$ cat src/include/spi_master_pkg.sv
package spi_master_pkg;

    // register offsets (byte addresses)
    localparam logic [7:0] OFS_CTRL = 8'h00;
    localparam logic [7:0] OFS_DIVIDER = 8'h04;
    localparam logic [7:0] OFS_TXDATA = 8'h08;
    localparam logic [7:0] OFS_RXDATA = 8'h0c;
    localparam logic [7:0] OFS_STATUS = 8'h10;

    // control field positions
    localparam int CTRL_ENABLE_BIT = 0;
    localparam int CTRL_FOUR_WIRE_BIT = 1;
    localparam int CTRL_RX_DIR_BIT = 2;
    localparam int CTRL_MODE_LSB = 4;
    localparam int CTRL_LEN_LSB = 8;

    // status field positions
    localparam int STAT_BUSY_BIT = 0;
    localparam int STAT_DONE_BIT = 1;
    localparam int STAT_REFUSED_BIT = 2;

    // clock rates
    localparam longint CLK_HZ = 125_000_000;
    localparam longint SCK_MAX_BPS = 13_000_000;
    localparam longint SCK_MIN_BPS = 101_500;
    // half period of the serial clock in system cycles
    localparam int HALF_MIN = int'((CLK_HZ + 2 * SCK_MAX_BPS - 1) / (2 * SCK_MAX_BPS));
    localparam int HALF_MAX = int'(CLK_HZ / (2 * SCK_MIN_BPS));
    localparam logic [15:0] DIVIDER_RESET = 16'(HALF_MAX);

    localparam logic [31:0] RDATA_UNMAPPED = 32'h0000_0000;

    typedef struct packed {
        logic [3:0] len_m1;
        logic [1:0] mode;
        logic rx_dir;
        logic four_wire;
        logic enable;
    } ctrl_s;

    localparam ctrl_s CTRL_RESET = '{len_m1: 4'h0, mode: 2'h0, rx_dir: 1'b0,
        four_wire: 1'b0, enable: 1'b0};

    typedef struct packed {
        logic clk_o;
        logic clk_oe;
        logic data_o;
        logic data_oe;
        logic sel_n_o;
        logic sel_oe;
    } pins_s;

    localparam pins_s PINS_RESET = '{clk_o: 1'b0, clk_oe: 1'b0, data_o: 1'b0,
        data_oe: 1'b0, sel_n_o: 1'b1, sel_oe: 1'b0};

    typedef enum logic [1:0] {
        ST_IDLE,
        ST_LEAD,
        ST_SHIFT,
        ST_TRAIL
    } xfer_state_e;

endpackage

$ cat src/rtl/half_period_divider.sv
`timescale 1ns/10ps
module half_period_divider import spi_master_pkg::*; #(
    parameter int WIDTH = 16
) (
    // clock and reset
    input wire logic clk,
    input wire logic rst_b,
    // control
    input wire logic run,
    input wire logic [WIDTH-1:0] half,
    // one-cycle enable per serial clock half period
    output logic tick
);

    logic [WIDTH-1:0] count;

    always_ff @(posedge clk) begin
        if (!rst_b) begin
            count <= '0;
            tick <= 1'b0;
        end else if (!run) begin
            count <= '0;
            tick <= 1'b0;
        end else if (count == half - WIDTH'(1)) begin
            count <= '0;
            tick <= 1'b1;
        end else begin
            count <= count + WIDTH'(1);
            tick <= 1'b0;
        end
    end

endmodule

$ cat src/rtl/serial_peripheral_master.sv
// Contract
// - master only; serial clock rate programmable between 101.5 kbit/s and 13 Mbit/s
// - any of clock modes zero to three selectable per transfer
// - word length configurable from one to sixteen bits
// - software chooses three-line or four-line data wiring
// - four-line: drive shared line only, sample dedicated input only
// - three-line: shared line driven when sending, released and sampled when receiving
// - slave select driven active for the whole transfer
`timescale 1ns/10ps
module serial_peripheral_master import spi_master_pkg::*; #(
    parameter int DATA_W = 16,
    parameter int DIV_W = 16
) (
    // clock and reset
    input wire logic clk,
    input wire logic rst_b,
    // register port
    input wire logic [7:0] addr,
    input wire logic [31:0] wdata,
    input wire logic wr,
    input wire logic rd,
    output logic [31:0] rdata,
    // serial clock pin
    output logic serial_clock_out,
    output logic serial_clock_oe,
    // shared data pin, two-way
    input wire logic shared_data_line_i,
    output logic shared_data_line_o,
    output logic shared_data_line_oe,
    // dedicated data input pin
    input wire logic dedicated_data_in,
    // slave select pin, active low
    output logic slave_select_out_n,
    output logic slave_select_oe
);

    function automatic logic [DIV_W-1:0] clamp_half(input logic [31:0] v);
        if (v < 32'(HALF_MIN)) begin
            return DIV_W'(HALF_MIN);
        end else if (v > 32'(HALF_MAX)) begin
            return DIV_W'(HALF_MAX);
        end else begin
            return v[DIV_W-1:0];
        end
    endfunction

    ctrl_s ctrl;
    ctrl_s cfg;
    pins_s pins;
    xfer_state_e state;
    logic [DIV_W-1:0] half;
    logic [DATA_W-1:0] tx_word;
    logic [DATA_W-1:0] tx_sh;
    logic [DATA_W-1:0] rx_sh;
    logic [DATA_W-1:0] rx_word;
    logic [4:0] edge_cnt;
    logic done;
    logic refused;
    logic tick;
    logic start;
    logic busy;
    logic in_bit;
    logic sample_edge;
    logic last_edge;
    logic cpol;
    logic cpha;

    assign busy = (state != ST_IDLE);
    assign start = wr && (addr == OFS_TXDATA) && !busy && ctrl.enable;
    assign cpol = cfg.mode[1];
    assign cpha = cfg.mode[0];
    assign sample_edge = (edge_cnt[0] == cpha);
    // second edge of the last bit, the final edge of the word
    assign last_edge = (edge_cnt == {cfg.len_m1, 1'b1});
    // four-line samples the dedicated input, three-line the shared line
    assign in_bit = cfg.four_wire ? dedicated_data_in : shared_data_line_i;

    half_period_divider #(
        .WIDTH(DIV_W)
    ) u_div (
        .clk(clk),
        .rst_b(rst_b),
        .run(busy),
        .half(half),
        .tick(tick)
    );

    // control and divider registers
    always_ff @(posedge clk) begin
        if (!rst_b) begin
            ctrl <= CTRL_RESET;
            half <= DIVIDER_RESET;
        end else if (wr && addr == OFS_CTRL) begin
            ctrl.enable <= wdata[CTRL_ENABLE_BIT];
            ctrl.four_wire <= wdata[CTRL_FOUR_WIRE_BIT];
            ctrl.rx_dir <= wdata[CTRL_RX_DIR_BIT];
            ctrl.mode <= wdata[CTRL_MODE_LSB +: 2];
            ctrl.len_m1 <= wdata[CTRL_LEN_LSB +: 4];
        end else if (wr && addr == OFS_DIVIDER) begin
            // clamp keeps the rate inside the legal band
            half <= clamp_half(wdata);
        end
    end

    // transfer engine; config is snapshot so a control write mid-word is harmless
    always_ff @(posedge clk) begin
        if (!rst_b) begin
            state <= ST_IDLE;
            cfg <= CTRL_RESET;
            tx_word <= '0;
            tx_sh <= '0;
            rx_sh <= '0;
            rx_word <= '0;
            edge_cnt <= '0;
        end else begin
            case (state)
                ST_IDLE: begin
                    if (start) begin
                        cfg <= ctrl;
                        tx_word <= wdata[DATA_W-1:0];
                        // left align so the top bit goes first at any length
                        tx_sh <= wdata[DATA_W-1:0] << (4'hf - ctrl.len_m1);
                        rx_sh <= '0;
                        edge_cnt <= '0;
                        state <= ST_LEAD;
                    end
                end
                ST_LEAD: begin
                    if (tick) begin
                        state <= ST_SHIFT;
                    end
                end
                ST_SHIFT: begin
                    if (tick) begin
                        // sample on first or second edge per phase bit
                        if (sample_edge) begin
                            rx_sh <= {rx_sh[DATA_W-2:0], in_bit};
                        end else if (!(cpha && edge_cnt == 5'h00)) begin
                            tx_sh <= {tx_sh[DATA_W-2:0], 1'b0};
                        end
                        edge_cnt <= edge_cnt + 5'h01;
                        if (last_edge) begin
                            state <= ST_TRAIL;
                        end
                    end
                end
                ST_TRAIL: begin
                    if (tick) begin
                        rx_word <= rx_sh;
                        state <= ST_IDLE;
                    end
                end
                default: begin
                    state <= ST_IDLE;
                end
            endcase
        end
    end

    // pin drivers, all from flops; released while disabled and idle, or in reset
    always_ff @(posedge clk) begin
        if (!rst_b) begin
            pins <= PINS_RESET;
        end else if (!ctrl.enable && !busy) begin
            pins <= PINS_RESET;
        end else begin
            pins.clk_oe <= 1'b1;
            pins.sel_oe <= 1'b1;
            case (state)
                ST_IDLE: begin
                    pins.clk_o <= ctrl.mode[1];
                    pins.data_oe <= 1'b0;
                    pins.sel_n_o <= 1'b1;
                    if (start) begin
                        // select goes active with the first data bit
                        pins.sel_n_o <= 1'b0;
                        pins.data_o <= wdata[ctrl.len_m1];
                        pins.data_oe <= ctrl.four_wire || !ctrl.rx_dir;
                    end
                end
                ST_SHIFT: begin
                    if (tick) begin
                        pins.clk_o <= ~pins.clk_o;
                        if (!sample_edge && !(cpha && edge_cnt == 5'h00)) begin
                            pins.data_o <= tx_sh[DATA_W-2];
                        end
                    end
                end
                ST_TRAIL: begin
                    if (tick) begin
                        // select released after the trailing half period
                        pins.sel_n_o <= 1'b1;
                        pins.data_oe <= 1'b0;
                        pins.clk_o <= cpol;
                    end
                end
                default: begin
                    pins.clk_o <= cpol;
                end
            endcase
        end
    end

    assign serial_clock_out = pins.clk_o;
    assign serial_clock_oe = pins.clk_oe;
    assign shared_data_line_o = pins.data_o;
    assign shared_data_line_oe = pins.data_oe;
    assign slave_select_out_n = pins.sel_n_o;
    assign slave_select_oe = pins.sel_oe;

    // sticky status; a new event wins over a clear in the same cycle
    always_ff @(posedge clk) begin
        if (!rst_b) begin
            done <= 1'b0;
            refused <= 1'b0;
        end else begin
            if (state == ST_TRAIL && tick) begin
                done <= 1'b1;
            end else if (wr && addr == OFS_STATUS && wdata[STAT_DONE_BIT]) begin
                done <= 1'b0;
            end
            if (wr && addr == OFS_TXDATA && !start) begin
                refused <= 1'b1;
            end else if (wr && addr == OFS_STATUS && wdata[STAT_REFUSED_BIT]) begin
                refused <= 1'b0;
            end
        end
    end

    // read data, one cycle after the strobe and only then
    always_ff @(posedge clk) begin
        if (!rst_b) begin
            rdata <= RDATA_UNMAPPED;
        end else if (rd) begin
            case (addr)
                OFS_CTRL: begin
                    rdata <= 32'({ctrl.len_m1, 2'b00, ctrl.mode, 1'b0, ctrl.rx_dir,
                        ctrl.four_wire, ctrl.enable});
                end
                OFS_DIVIDER: rdata <= 32'(half);
                OFS_TXDATA: rdata <= 32'(tx_word);
                OFS_RXDATA: rdata <= 32'(rx_word);
                OFS_STATUS: rdata <= 32'({refused, done, busy});
                default: rdata <= RDATA_UNMAPPED;
            endcase
        end else begin
            rdata <= RDATA_UNMAPPED;
        end
    end

endmodule

$ cat config.mk
export PLATFORM = sky130hd
export DESIGN_NAME = serial_peripheral_master
export DESIGN_NICKNAME = d
export VERILOG_FILES = /design/src/include/spi_master_pkg.sv /design/src/rtl/half_period_divider.sv /design/src/rtl/serial_peripheral_master.sv
export SDC_FILE = /design/constraint.sdc
export NUM_CORES = 1
export LEC_CHECK = 0
export ABC_AREA = 1
export BUFFER_PORTS_ARGS = -buffer_cell sky130_fd_sc_hd__buf_2
export CAP_MARGIN = 20
export CELL_PAD_IN_SITES_DETAIL_PLACEMENT = 0
export CELL_PAD_IN_SITES_GLOBAL_PLACEMENT = 2
export CORE_ASPECT_RATIO = 0.5
export CORE_MARGIN = 1.5
export CORE_UTILIZATION = 34
export CTS_BUF_LIST = sky130_fd_sc_hd__clkbuf_8
export CTS_CLUSTER_DIAMETER = 150
export DETAILED_ROUTE_END_ITERATION = 10
export GPL_TIMING_DRIVEN = 0
export PLACE_DENSITY = 0.9
export SLEW_MARGIN = 20
export SYNTH_ARGS = -nofsm -noshare
export SYNTH_HDL_FRONTEND = slang
export SYNTH_SLANG_ARGS = --single-unit
export TNS_END_PERCENT = 1
$ cat constraint.sdc
create_clock -name clk -period 2.15 [get_ports clk]
set_input_delay 0.43 -clock clk [delete_from_list [all_inputs] [get_ports clk]]
set_output_delay 0.43 -clock clk [all_outputs]
set_load 0.005 [all_outputs]
==> results.py, run 1 <==
metrics = {
    "timing": {
        "grt_setup_unrepaired": "yes",
        "fmax_mhz": 489.6,
        "fin_crit_ns": 2.043,
        "finClkSkew_ns": 0.01478,
        "period_share": 0.9500,
        "maxSlewViolCount": 0,
        "relSlewSlack": 0.5169,
        "finalSetupViolations": 0,
        "worst_slew_pin_slew_ns": 0.7246,
        "fin_setup_tns_ns": 0,
        "hold_viol": 0,
    },
    "yosys": {
        "synth_area_per_cell_um2": 6.758,
        "synth_edf_count": 0,
        "seq_area_frac_synth": 0.3855,
        "ys_types": 39,
        "syn-instance-count": 1091,
        "synth.ff_latch_count": 142,
        "synthArstFlopShare": 0,
        "synth_area_leaders": "dfxtp_1, nand2_1, nor2_1",
        "synth-main-ff-cell": "dfxtp_1",
        "yosys.area.top_type_share": 0.3855,
        "netlist_area_mm2": 0.007373,
        "synth_warnings": 0,
        "synth_top_area_cell": "dfxtp_1",
    },
    "place": {
        "gp_congestion": 0.9080,
        "place_hpwl_mm": 17.99,
        "port_buffers": 67,
        "dp_cells": 1465,
    },
    "cts": {
        "cts.sinks": 142,
        "cts.htree.levels": 4,
        "numCtsBuffers": 17,
        "cts-root-buf": "clkbuf_8",
        "cts_buffer_depth": 2,
        "clkLatencyLatePin_ns": 0.48,
        "clk_transition_reported_paths_ns": 0.09,
        "cts_tree": "built",
        "cts-hold-fix-buffers": 0,
    },
    "route": {
        "wl_mm": 22.98,
        "drt_iter0_markers": 642,
        "post_drt_wl_per_cell_um": 15.33,
        "vias": 7310,
        "first_pass_iters": 5,
        "routed_via_density": 4.877,
        "ant_nets": 0,
        "route.detailed.drc": 0,
    },
    "worst_setup_path": {
        "worst_r2r_path_depth": 8,
        "cp_max_fo": 10,
        "critPathLaunch": "state[0]",
        "cp-start-kind": "flip-flop",
        "endpoint_kind": "flip-flop",
        "worstReg2RegEnd": "cfg[6]",
        "cp.arrival_ns": 2.39,
        "criticalPathCategory": "flip-flop to flip-flop",
        "cp.required_ns": 2.50,
        "worstReg2RegStart": "state[0]",
        "regToRegSetupSlack_ns": 0.11,
    },
    "flow_run": {
        "drv_cap": 0,
    },
    "floorplanning": {
        "die_h_um": 107.1,
        "initial_core_util": 0.3524,
        "die_w_um": 211.3,
        "placementRows": 37,
        "die_area_mm2": 0.02263,
        "core_mm2": 0.02093,
        "pin_count": 84,
    },
    "run_status": {
        "outcome": "complete, no violations",
    },
    "power": {
        "p_leak_nw": 3.493,
        "peakVddDrop_v": 0.0004129,
        "power.density_mw_per_mm2": 692.2,
        "total_power_mw": 5.925,
    },
    "cells_and_area": {
        "areaGrowthSynthToFinish_pct": 16.09,
        "utilization": 0.4091,
        "stdcell_count": 1499,
        "drive_gt1_frac": 0.1326,
        "layout.nets": 1248,
        "antenna_cells": 0,
    },
    "min_path": {
        "min_from": "wdata[3]",
        "hp-class": "primary input to flip-flop",
        "hold_end": "half[3]",
        "holdPathStages": 3,
    },
    "grt": {
        "grt_pass1_vias": 6721,
        "grt_pass1_wl_mm": 36.30,
        "grt.overflow.total": 0,
        "grt_usage": 0.2103,
        "grt_start_max_net_pins": 17,
        "antenna_found_initial": 0,
    },
}
==> state kept, by name, indices dropped and copies added, names as in the netlist <==
name	flops
ctrl	9
refused	1
serial_clock_oe	1
done	1
tx_word	16
shared_data_line_o	1
cfg	7
serial_clock_out	1
rx_sh	16
state	2
rdata	16
rx_word	16
tx_sh	15
u_div.count	16
edge_cnt	5
u_div.tick	1
half	16
slave_select_out_n	1
shared_data_line_oe	1
==> how the worst max path moves through the flow <==
stage / end / slack [ns] / depth (start not counted)
final: cfg[6] / 0.11 / 8
after floorplan: tx_sh[12] / 0.31 / 10
after global routing: u_div.count[15] / -0.06 / 14
after CTS: u_div.count[13] / 0.01 / 14
after global placement: cfg[6] / -0.34 / 11
after detailed placement: cfg[6] / -0.31 / 11
==> worst max-delay path, stage by stage, from the launching register on <==
cell	delay, ns
dfxtp_1	0.34
inv_1	0.10
ha_1	0.16
buf_4	0.20
nand3_1	0.12
clkbuf_2	0.22
buf_2	0.23
o21ai_0	0.47
a21oi_1	0.08
==> timing repair <==
item                                    4_1_cts  5_1_grt
setup buffers                                 0        2
pin swaps                                     1        3
gates resized for setup                       6       20
endpoints found under the setup margin       32       63
==> power breakdown <==
part	leakage [nW]	internal (mW)	total [mW]	switching, mW
clock	0.187	0.832	2.00	1.17
combinational	2.16	0.391	1.15	0.756
sequential	1.15	2.72	2.78	0.0582
==> synthesized netlist by cell type (2+ instances only) <==
cell type	n
xnor2_1	9
inv_1	114
o211ai_1	9
buf_1	2
nor3_1	13
nand3_2	3
o22ai_1	7
o21bai_1	3
nor2_4	2
a41oi_1	4
nand3b_1	4
o221ai_1	5
clkbuf_1	34
buf_2	9
nand2_4	2
dfxtp_1	142
buf_4	17
clkinv_1	2
a21oi_1	93
nand3_1	59
nor2_1	161
xor2_1	23
buf_6	4
nand2_2	2
ha_1	8
nand2_1	215
nand4_1	26
o21ai_0	105
or2_2	4
==> cells by family after synthesis <==
| group | after synthesis | share of synthesized area |
|---|---|---|
| AOI/OAI and AO/OA | 230 | 0.1677 |
| buffers and inverters | 182 | 0.1069 |
| adders and majority gates | 8 | 0.01358 |
| other | 1 | 0.0005086 |
| xor gates and xnor gates | 32 | 0.03801 |
| and+or+nand+nor | 496 | 0.2878 |
| DFF | 142 | 0.3855 |
==> metal layers <==
metal  up-vias  part of all wire  track usage
met5         -                 0            0
met4         0             0.014      0.05357
met3        20             0.048      0.04950
met2       153              0.43       0.3210
met1      3393              0.51       0.2963
li1       3744                 -            -
==> final cells by class <==
type	count	area [um2]
tap	292	365.4
fill	2291	12370
timing repair buffer	69	350.3
buffer	66	362.8
inverter	116	437.9
sequential	142	2843
clock inverter	15	126.4
multi-input combinational	782	3840
clock buffer	17	234.0
==> per-stage QoR <==
step           cell area [um2]  hold slack [ns]  setup slack [ns]
6_report                  8559           0.2589            0.1074
5_1_grt                   8559           0.2375          -0.05507
4_1_cts                   8509           0.2283          0.009611
3_5_place_dp              8130           0.4452           -0.3136
3_3_place_gp              8130           0.4384           -0.3371
2_1_floorplan             7430           0.4235            0.3078
==> cells in the final DEF (no fill, tap or decap), drive strengths merged, types with 7 or more instances in the layout <==
master and n:
o211ai 9, conb 16, o21ai 105, inv 121, a21oi 93, nand3 62, buf 101, nor2 164
nand4 26, nor3 15, ha 8, clkinv 9, clkbuf 51, dfxtp 142, xor2 23, nand2 219
xnor2 9, o22ai 7
Power figures use the tool's default switching activity.
==> inputs of run 2 (changes only) <==
--- a/config.mk
+++ b/config.mk
@@ -5,19 +5,18 @@
 export SDC_FILE = /design/constraint.sdc
 export NUM_CORES = 1
 export LEC_CHECK = 0
-export ABC_AREA = 1
 export BUFFER_PORTS_ARGS = -buffer_cell sky130_fd_sc_hd__buf_2
 export CAP_MARGIN = 20
 export CELL_PAD_IN_SITES_DETAIL_PLACEMENT = 0
 export CELL_PAD_IN_SITES_GLOBAL_PLACEMENT = 2
 export CORE_ASPECT_RATIO = 0.5
 export CORE_MARGIN = 1.5
-export CORE_UTILIZATION = 34
+export CORE_UTILIZATION = 37
 export CTS_BUF_LIST = sky130_fd_sc_hd__clkbuf_8
 export CTS_CLUSTER_DIAMETER = 150
 export DETAILED_ROUTE_END_ITERATION = 10
 export GPL_TIMING_DRIVEN = 0
-export PLACE_DENSITY = 0.9
+export PLACE_DENSITY = 0.89
 export SLEW_MARGIN = 20
 export SYNTH_ARGS = -nofsm -noshare
 export SYNTH_HDL_FRONTEND = slang
==> run 2 against run 1 <==
Effect of this change:
- the run now ends with negative setup slack left
- synthesized cell count fell by 21%
- hold slack got worse by 0.0012 ns
- sequential power decreased by 5%
- clock power rose by 4%
- maximum frequency shrank 8.4%
- non-clock buffer count up 30
- synthesized area rose by 1.5%
- via count shrank 8.5%
- register-to-register slack lost 0.19 ns
- critical endpoint is now u_div.count[0]
- combinational power decreased by 77%
- flip-flop and latch count stayed put
==> results.py, run 2 <==
metrics = {
    "yosys": {
        "synth_area_leaders": "dfxtp_1, nand2_1, mux4_2",
        "synth.most_common_cell": "nand2_1",
        "synth_fa_ha_area_frac": 0.01338,
        "synth_area_per_cell_um2": 8.700,
        "synth_edf_count": 0,
        "seq_area_frac_synth": 0.3799,
        "netlist_area_mm2": 0.007482,
        "yosys-top-cells-count": "nand2_1, dfxtp_1, nor2_1, a21boi_0, clkbuf_1",
        "synthSimpleGateAreaFrac": 0.2216,
        "yosys.area.top_type_share": 0.3799,
        "synth_top_family_by_area": "simple AND/OR/NAND/NOR gates",
        "synth.ff_latch_count": 142,
        "syn-instance-count": 860,
        "muxShareOfSynthArea": 0.08244,
        "synthArstFlopShare": 0,
        "ys_types": 73,
        "synth_xor_area_frac": 0.04682,
        "synth_top_area_cell": "dfxtp_1",
        "synth-main-ff-cell": "dfxtp_1",
        "synth_compound_area_frac": 0.1893,
        "synth_warnings": 0,
    },
    "floorplanning": {
        "pin_count": 84,
        "placementRows": 36,
        "die_h_um": 103.6,
        "die_w_um": 204.1,
        "initial_core_util": 0.3810,
        "die_area_mm2": 0.02114,
        "core_mm2": 0.01964,
    },
    "grt": {
        "grt_pass1_wl_mm": 35.11,
        "grt_start_max_net_pins": 17,
        "met1_usage": 0.3190,
        "grt_usage": 0.2153,
        "grt.overflow.total": 0,
        "grt_use_met3": 0.04531,
        "antenna_found_initial": 0,
        "grt_pass1_vias": 6313,
        "grt.busiest_layer": "met1",
        "grt.met2_usage": 0.3114,
    },
    "route": {
        "post_drt_wl_per_cell_um": 17.78,
        "wl_mm": 22.27,
        "routed_via_density": 5.335,
        "vias": 6685,
        "first_pass_iters": 5,
        "route.detailed.drc": 0,
        "ant_nets": 0,
        "drt_iter0_markers": 531,
    },
    "min_path": {
        "hp-class": "primary input to flip-flop",
        "holdPathStages": 3,
    },
    "place": {
        "pre_cts_ws_ns": -0.5184,
        "port_buffers": 64,
        "gp_congestion": 0.8633,
        "place_hpwl_mm": 16.18,
    },
    "cells_and_area": {
        "mostFrequentLayoutCell": "nand2_1",
        "drive_gt1_frac": 0.2229,
        "layout_common_cells": "nand2_1, dfxtp_1, buf_2, nor2_1, a21boi_0",
        "layout.nets": 1028,
        "areaGrowthSynthToFinish_pct": 18.60,
        "antenna_cells": 0,
    },
    "power": {
        "p_sw_mw": 1.358,
        "pwr-share-clk": 0.418,
        "peakVddDrop_v": 0.0003825,
        "total_power_mw": 4.969,
        "p_seq_frac": 0.528,
        "p_int_mw": 3.611,
        "power.density_mw_per_mm2": 560.0,
        "p_comb_frac": 0.053,
        "netSwitchingFraction": 0.2732,
        "p_leak_nw": 3.301,
    },
    "timing": {
        "fin_crit_ns": 2.229,
        "fmax_mhz": 448.7,
        "fin_hold_ws_ns": 0.2577,
        "grt_setup_unrepaired": "yes",
        "setup_ws_ns": -0.07890,
        "finalSetupViolations": 29,
        "maxSlewViolCount": 0,
        "period_share": 1.037,
        "worst_slew_pin_slew_ns": 0.8410,
        "finClkSkew_ns": 0.01738,
        "relSlewSlack": 0.4369,
        "hold_viol": 0,
    },
    "worst_setup_path": {
        "cp-start-kind": "flip-flop",
        "cp.required_ns": 2.51,
        "criticalPathCategory": "flip-flop to flip-flop",
        "endpoint_kind": "flip-flop",
        "cp.arrival_ns": 2.59,
        "cp_max_fo": 6,
        "worst_r2r_path_depth": 10,
    },
    "cts": {
        "cts.sinks": 142,
        "cts_tree": "built",
        "cts.htree.levels": 4,
        "cts_buffer_depth": 2,
        "cts-root-buf": "clkbuf_8",
        "clkLatencyLatePin_ns": 0.46,
        "clk_transition_reported_paths_ns": 0.10,
        "numCtsBuffers": 17,
    },
    "run_status": {
        "violations": "negative setup slack",
        "outcome": "finished with violations",
    },
    "flow_run": {
        "drv_cap": 0,
    },
}
run 2: cell count changes after synthesis, sizes merged, moves of 32 or more:
cell / previous run / this run
inv: 114 / 15
a21boi: 0 / 48
nor2: 164 / 53
a22oi: 1 / 33
a21oi: 93 / 18
nand3: 62 / 24
nand2: 219 / 166
o21ai: 105 / 25
run 2: final timing paths:
path / startpoint / endpoint / slack [ns]
min reg2reg: tx_sh[11] / tx_sh[11] / 0.46
min: wdata[14] / tx_word[14] / 0.26
max: half[0] / u_div.count[0] / -0.08
max reg2reg: half[0] / u_div.count[0] / -0.08
run 2: metrics by stage:
stage          TNS [ns]  cell area (um2)    util  std cells
2_1_floorplan    -1.665             7570       -        875
3_3_place_gp     -40.19             8223  0.4187       1205
3_5_place_dp     -41.50             8223  0.4187       1205
4_1_cts          -1.621             8748  0.4455       1249
5_1_grt          -5.659             8874  0.4518       1253
6_report         -1.555             8874  0.4518       1253
run 2: area by class of cell:
cell class | count | area (um2)
clock inverter | 14 | 123.9
sequential | 142 | 2851
fill | 1985 | 10770
clock buffer | 18 | 247.7
multi-input combinational | 633 | 4322
timing repair buffer | 80 | 456.7
tap | 266 | 332.8
buffer | 85 | 475.5
inverter | 15 | 63.81
run 2: kinds of logic (layout without fill, tap and decap cells):
| kind of cell | after synthesis | count (layout) |
|---|---|---|
| other | 1 | 16 |
| buffers and inverters | 100 | 212 |
| xor gates and xnor gates | 40 | 40 |
| DFF | 142 | 142 |
| muxes | 39 | 39 |
| adders and majority gates | 8 | 8 |
| AOI/OAI and AO/OA | 188 | 188 |
| and+or+nand+nor | 342 | 342 |
run 2: what timing repair did:
action | 4_1_cts | 5_1_grt
buffers inserted | 11 | 4
setup endpoints to repair | 66 | 78
hold endpoints to repair | 0 | 0
hold buffers | 0 | 0
gates resized for setup | 20 | 27
pin swaps | 9 | 7
cloned | 1 | 0
run 2: per-layer routing:
metal,vias to the layer above,share of wire
met2,191,0.43
li1,3250,-
met4,0,0.016
met1,3215,0.50
met3,29,0.057
met5,-,0
run 2: worst max-delay path, cell delays in order (launching register included):
cell and delay, ns:
dfxtp_4 0.38, inv_4 0.04, ha_4 0.16, nor3b_4 0.15
and3_4 0.22, o221a_4 0.25, a211o_1 0.26, a2111oi_4 0.29
buf_4 0.19, buf_6 0.14, nor3b_2 0.05
run 2: power groups by stage:
stage                     Sequential [mW]  Combinational (mW)  Clock [mW]
after detailed placement             2.69               0.258           0
after floorplan                      2.69               0.149           0
after global placement               2.69               0.255           0
final                                2.63               0.266        2.08
after global routing                 2.63               0.287        2.25
after CTS                            2.63               0.261        2.12
==> inputs of run 3 (changes only) <==
--- a/config.mk
+++ b/config.mk
@@ -15,7 +15,6 @@
 export CTS_BUF_LIST = sky130_fd_sc_hd__clkbuf_8
 export CTS_CLUSTER_DIAMETER = 150
 export DETAILED_ROUTE_END_ITERATION = 10
-export GPL_TIMING_DRIVEN = 0
 export PLACE_DENSITY = 0.89
 export SLEW_MARGIN = 20
 export SYNTH_ARGS = -nofsm -noshare
==> constraint.sdc (replaced) <==
create_clock -name clk -period 2.15 [get_ports clk]
set_input_delay 0.645 -clock clk [delete_from_list [all_inputs] [get_ports clk]]
set_output_delay 0.645 -clock clk [all_outputs]
set_load 0.005 [all_outputs]
==> run 3 against run 2 <==
Effect of this change:
- total power grew 6.5%
- wire length shrank 4.2%
- critical endpoint is now u_div.tick
- combinational power up 2%
- setup slack gained 0.035 ns
- global-route usage shrank 0.66 points
- sequential share of layout area is 1.3 points lower
- the run still ends with negative setup slack left
- largest cell class unchanged
- die area is the same
- critical path depth stayed put
==> results.py, run 3 (synthesized netlist as in run 2, its figures left out) <==
metrics = {
    "grt": {
        "grt_pass1_wl_mm": 34.64,
        "grt.overflow.total": 0,
        "grt_start_max_net_pins": 54,
        "grt_usage": 0.2086,
        "grt_pass1_vias": 6409,
        "antenna_found_initial": 0,
    },
    "worst_setup_path": {
        "cp_max_fo": 4,
        "cp.required_ns": 2.51,
        "cp-start-kind": "flip-flop",
        "endpoint_kind": "flip-flop",
        "worstReg2RegEnd": "u_div.tick",
        "criticalPathCategory": "flip-flop to flip-flop",
        "worstReg2RegStart": "half[0]",
        "worst_r2r_path_depth": 10,
        "regToRegSetupSlack_ns": -0.04,
        "cp.arrival_ns": 2.55,
    },
    "cts": {
        "clkLatencyLatePin_ns": 0.46,
        "cts_tree": "built",
        "cts.htree.levels": 4,
        "cts-hold-fix-buffers": 0,
        "clk_transition_reported_paths_ns": 0.09,
        "cts.sinks": 142,
        "cts-root-buf": "clkbuf_8",
        "cts_buffer_depth": 2,
        "numCtsBuffers": 17,
    },
    "power": {
        "p_leak_nw": 3.549,
        "total_power_mw": 5.292,
        "power.density_mw_per_mm2": 573.5,
        "peakVddDrop_v": 0.0002944,
    },
    "cells_and_area": {
        "layout_common_cells": "nand2_1, dfxtp_1, buf_4, buf_2",
        "design_area_mm2": 0.009226,
        "fillers": 1910,
        "areaGrowthSynthToFinish_pct": 23.31,
        "layout.nets": 1032,
        "drive_gt1_frac": 0.2745,
        "antenna_cells": 0,
        "mostFrequentLayoutCell": "nand2_1",
    },
    "timing": {
        "hold_viol": 0,
        "finalSetupViolations": 9,
        "period_share": 1.020,
        "relSlewSlack": 0.6257,
        "maxSlewViolCount": 0,
        "worst_slew_pin_slew_ns": 0.5600,
        "finClkSkew_ns": 0.01868,
        "fmax_mhz": 455.8,
        "fin_crit_ns": 2.194,
        "grt_setup_unrepaired": "yes",
        "setup_ws_ns": -0.04402,
    },
    "min_path": {
        "holdPathStages": 2,
        "min_from": "tx_sh[8]",
        "hold_end": "tx_sh[8]",
        "hp-class": "flip-flop to flip-flop",
    },
    "run_status": {
        "violations": "negative setup slack",
        "outcome": "finished with violations",
    },
    "floorplanning": {
        "initial_core_util": 0.3810,
        "pin_count": 84,
        "placementRows": 36,
        "die_w_um": 204.1,
        "core_mm2": 0.01964,
        "die_h_um": 103.6,
        "die_area_mm2": 0.02114,
    },
    "place": {
        "gp_congestion": 0.8587,
        "placed_cell_area_mm2": 0.008600,
        "port_buffers": 67,
        "place_hpwl_mm": 15.33,
    },
    "route": {
        "wl_mm": 21.35,
        "routed_via_density": 5.271,
        "route.detailed.drc": 0,
        "drt_iter0_markers": 468,
        "ant_nets": 0,
        "post_drt_wl_per_cell_um": 16.98,
        "vias": 6626,
        "first_pass_iters": 5,
    },
    "flow_run": {
        "drv_cap": 0,
    },
}
-- run 3: report_power, final --
part | switching (mW) | internal, mW | total (mW)
logic | 0.145 | 0.127 | 0.272
clock network | 1.15 | 1.24 | 2.39
registers | 0.000621 | 2.63 | 2.63
-- run 3: critical path, stage by stage (launching register included) --
cell and delay (ns):
dfxtp_2 0.33, buf_4 0.16, nor3_4 0.25, nand2_2 0.16
buf_4 0.17, o31a_1 0.28, o22ai_2 0.22, a2111oi_4 0.08
buf_4 0.15, buf_4 0.13, and2_4 0.16
-- run 3: layer usage --
layer / global-route usage / vias up / routed length [um]
met5: 0 / - / 0
met2: 0.2978 / 185 / 9146
met1: 0.3043 / 3166 / 10580
met4: 0.06092 / 0 / 347
met3: 0.05601 / 24 / 1277
li1: - / 3251 / -
-- run 3: worst max path at each step --
stage | start | end | slack, ns | cells past startpoint
5_1_grt | half[11] | u_div.count[15] | -0.13 | 8
6_report | half[0] | u_div.tick | -0.04 | 10
3_3_place_gp | addr[5] | rx_sh[10] | -0.42 | 8
4_1_cts | half[1] | u_div.count[15] | -0.08 | 10
2_1_floorplan | addr[5] | tx_sh[1] | -0.25 | 9
3_5_place_dp | addr[5] | rx_sh[14] | -0.50 | 8
-- run 3: layout make-up --
cell class | count | area, um2 | area share
timing repair buffer | 169 | 1199 | 0.1299
tap | 266 | 332.8 | 0.03607
clock buffer | 19 | 261.5 | 0.02834
inverter | 15 | 56.30 | 0.006103
clock inverter | 13 | 176.4 | 0.01912
multi-input combinational | 633 | 4354 | 0.4719
sequential | 142 | 2846 | 0.3085
-- run 3: timing repair --
action                                  4_1_cts  5_1_grt
setup buffers                                 3        0
gates cloned                                  1        0
pin swaps                                     5       10
resized for setup                            27       14
endpoints found under the setup margin       24       42
-- run 3: per-stage QoR --
| step | util | setup WS [ns] | hold WS (ns) | setup TNS [ns] | cells |
|---|---|---|---|---|---|
| finish | 0.4698 | -0.04402 | 0.4606 | -0.2939 | 1257 |
| global route | 0.4698 | -0.1279 | 0.4806 | -1.636 | 1257 |
| CTS | 0.4668 | -0.07702 | 0.4621 | -1.245 | 1258 |
| detailed placement | 0.4379 | -0.4962 | 0.4483 | -34.20 | 1222 |
| global placement | 0.4379 | -0.4160 | 0.4442 | -30.70 | 1222 |
| floorplan | - | -0.2513 | 0.4328 | -13.50 | 875 |
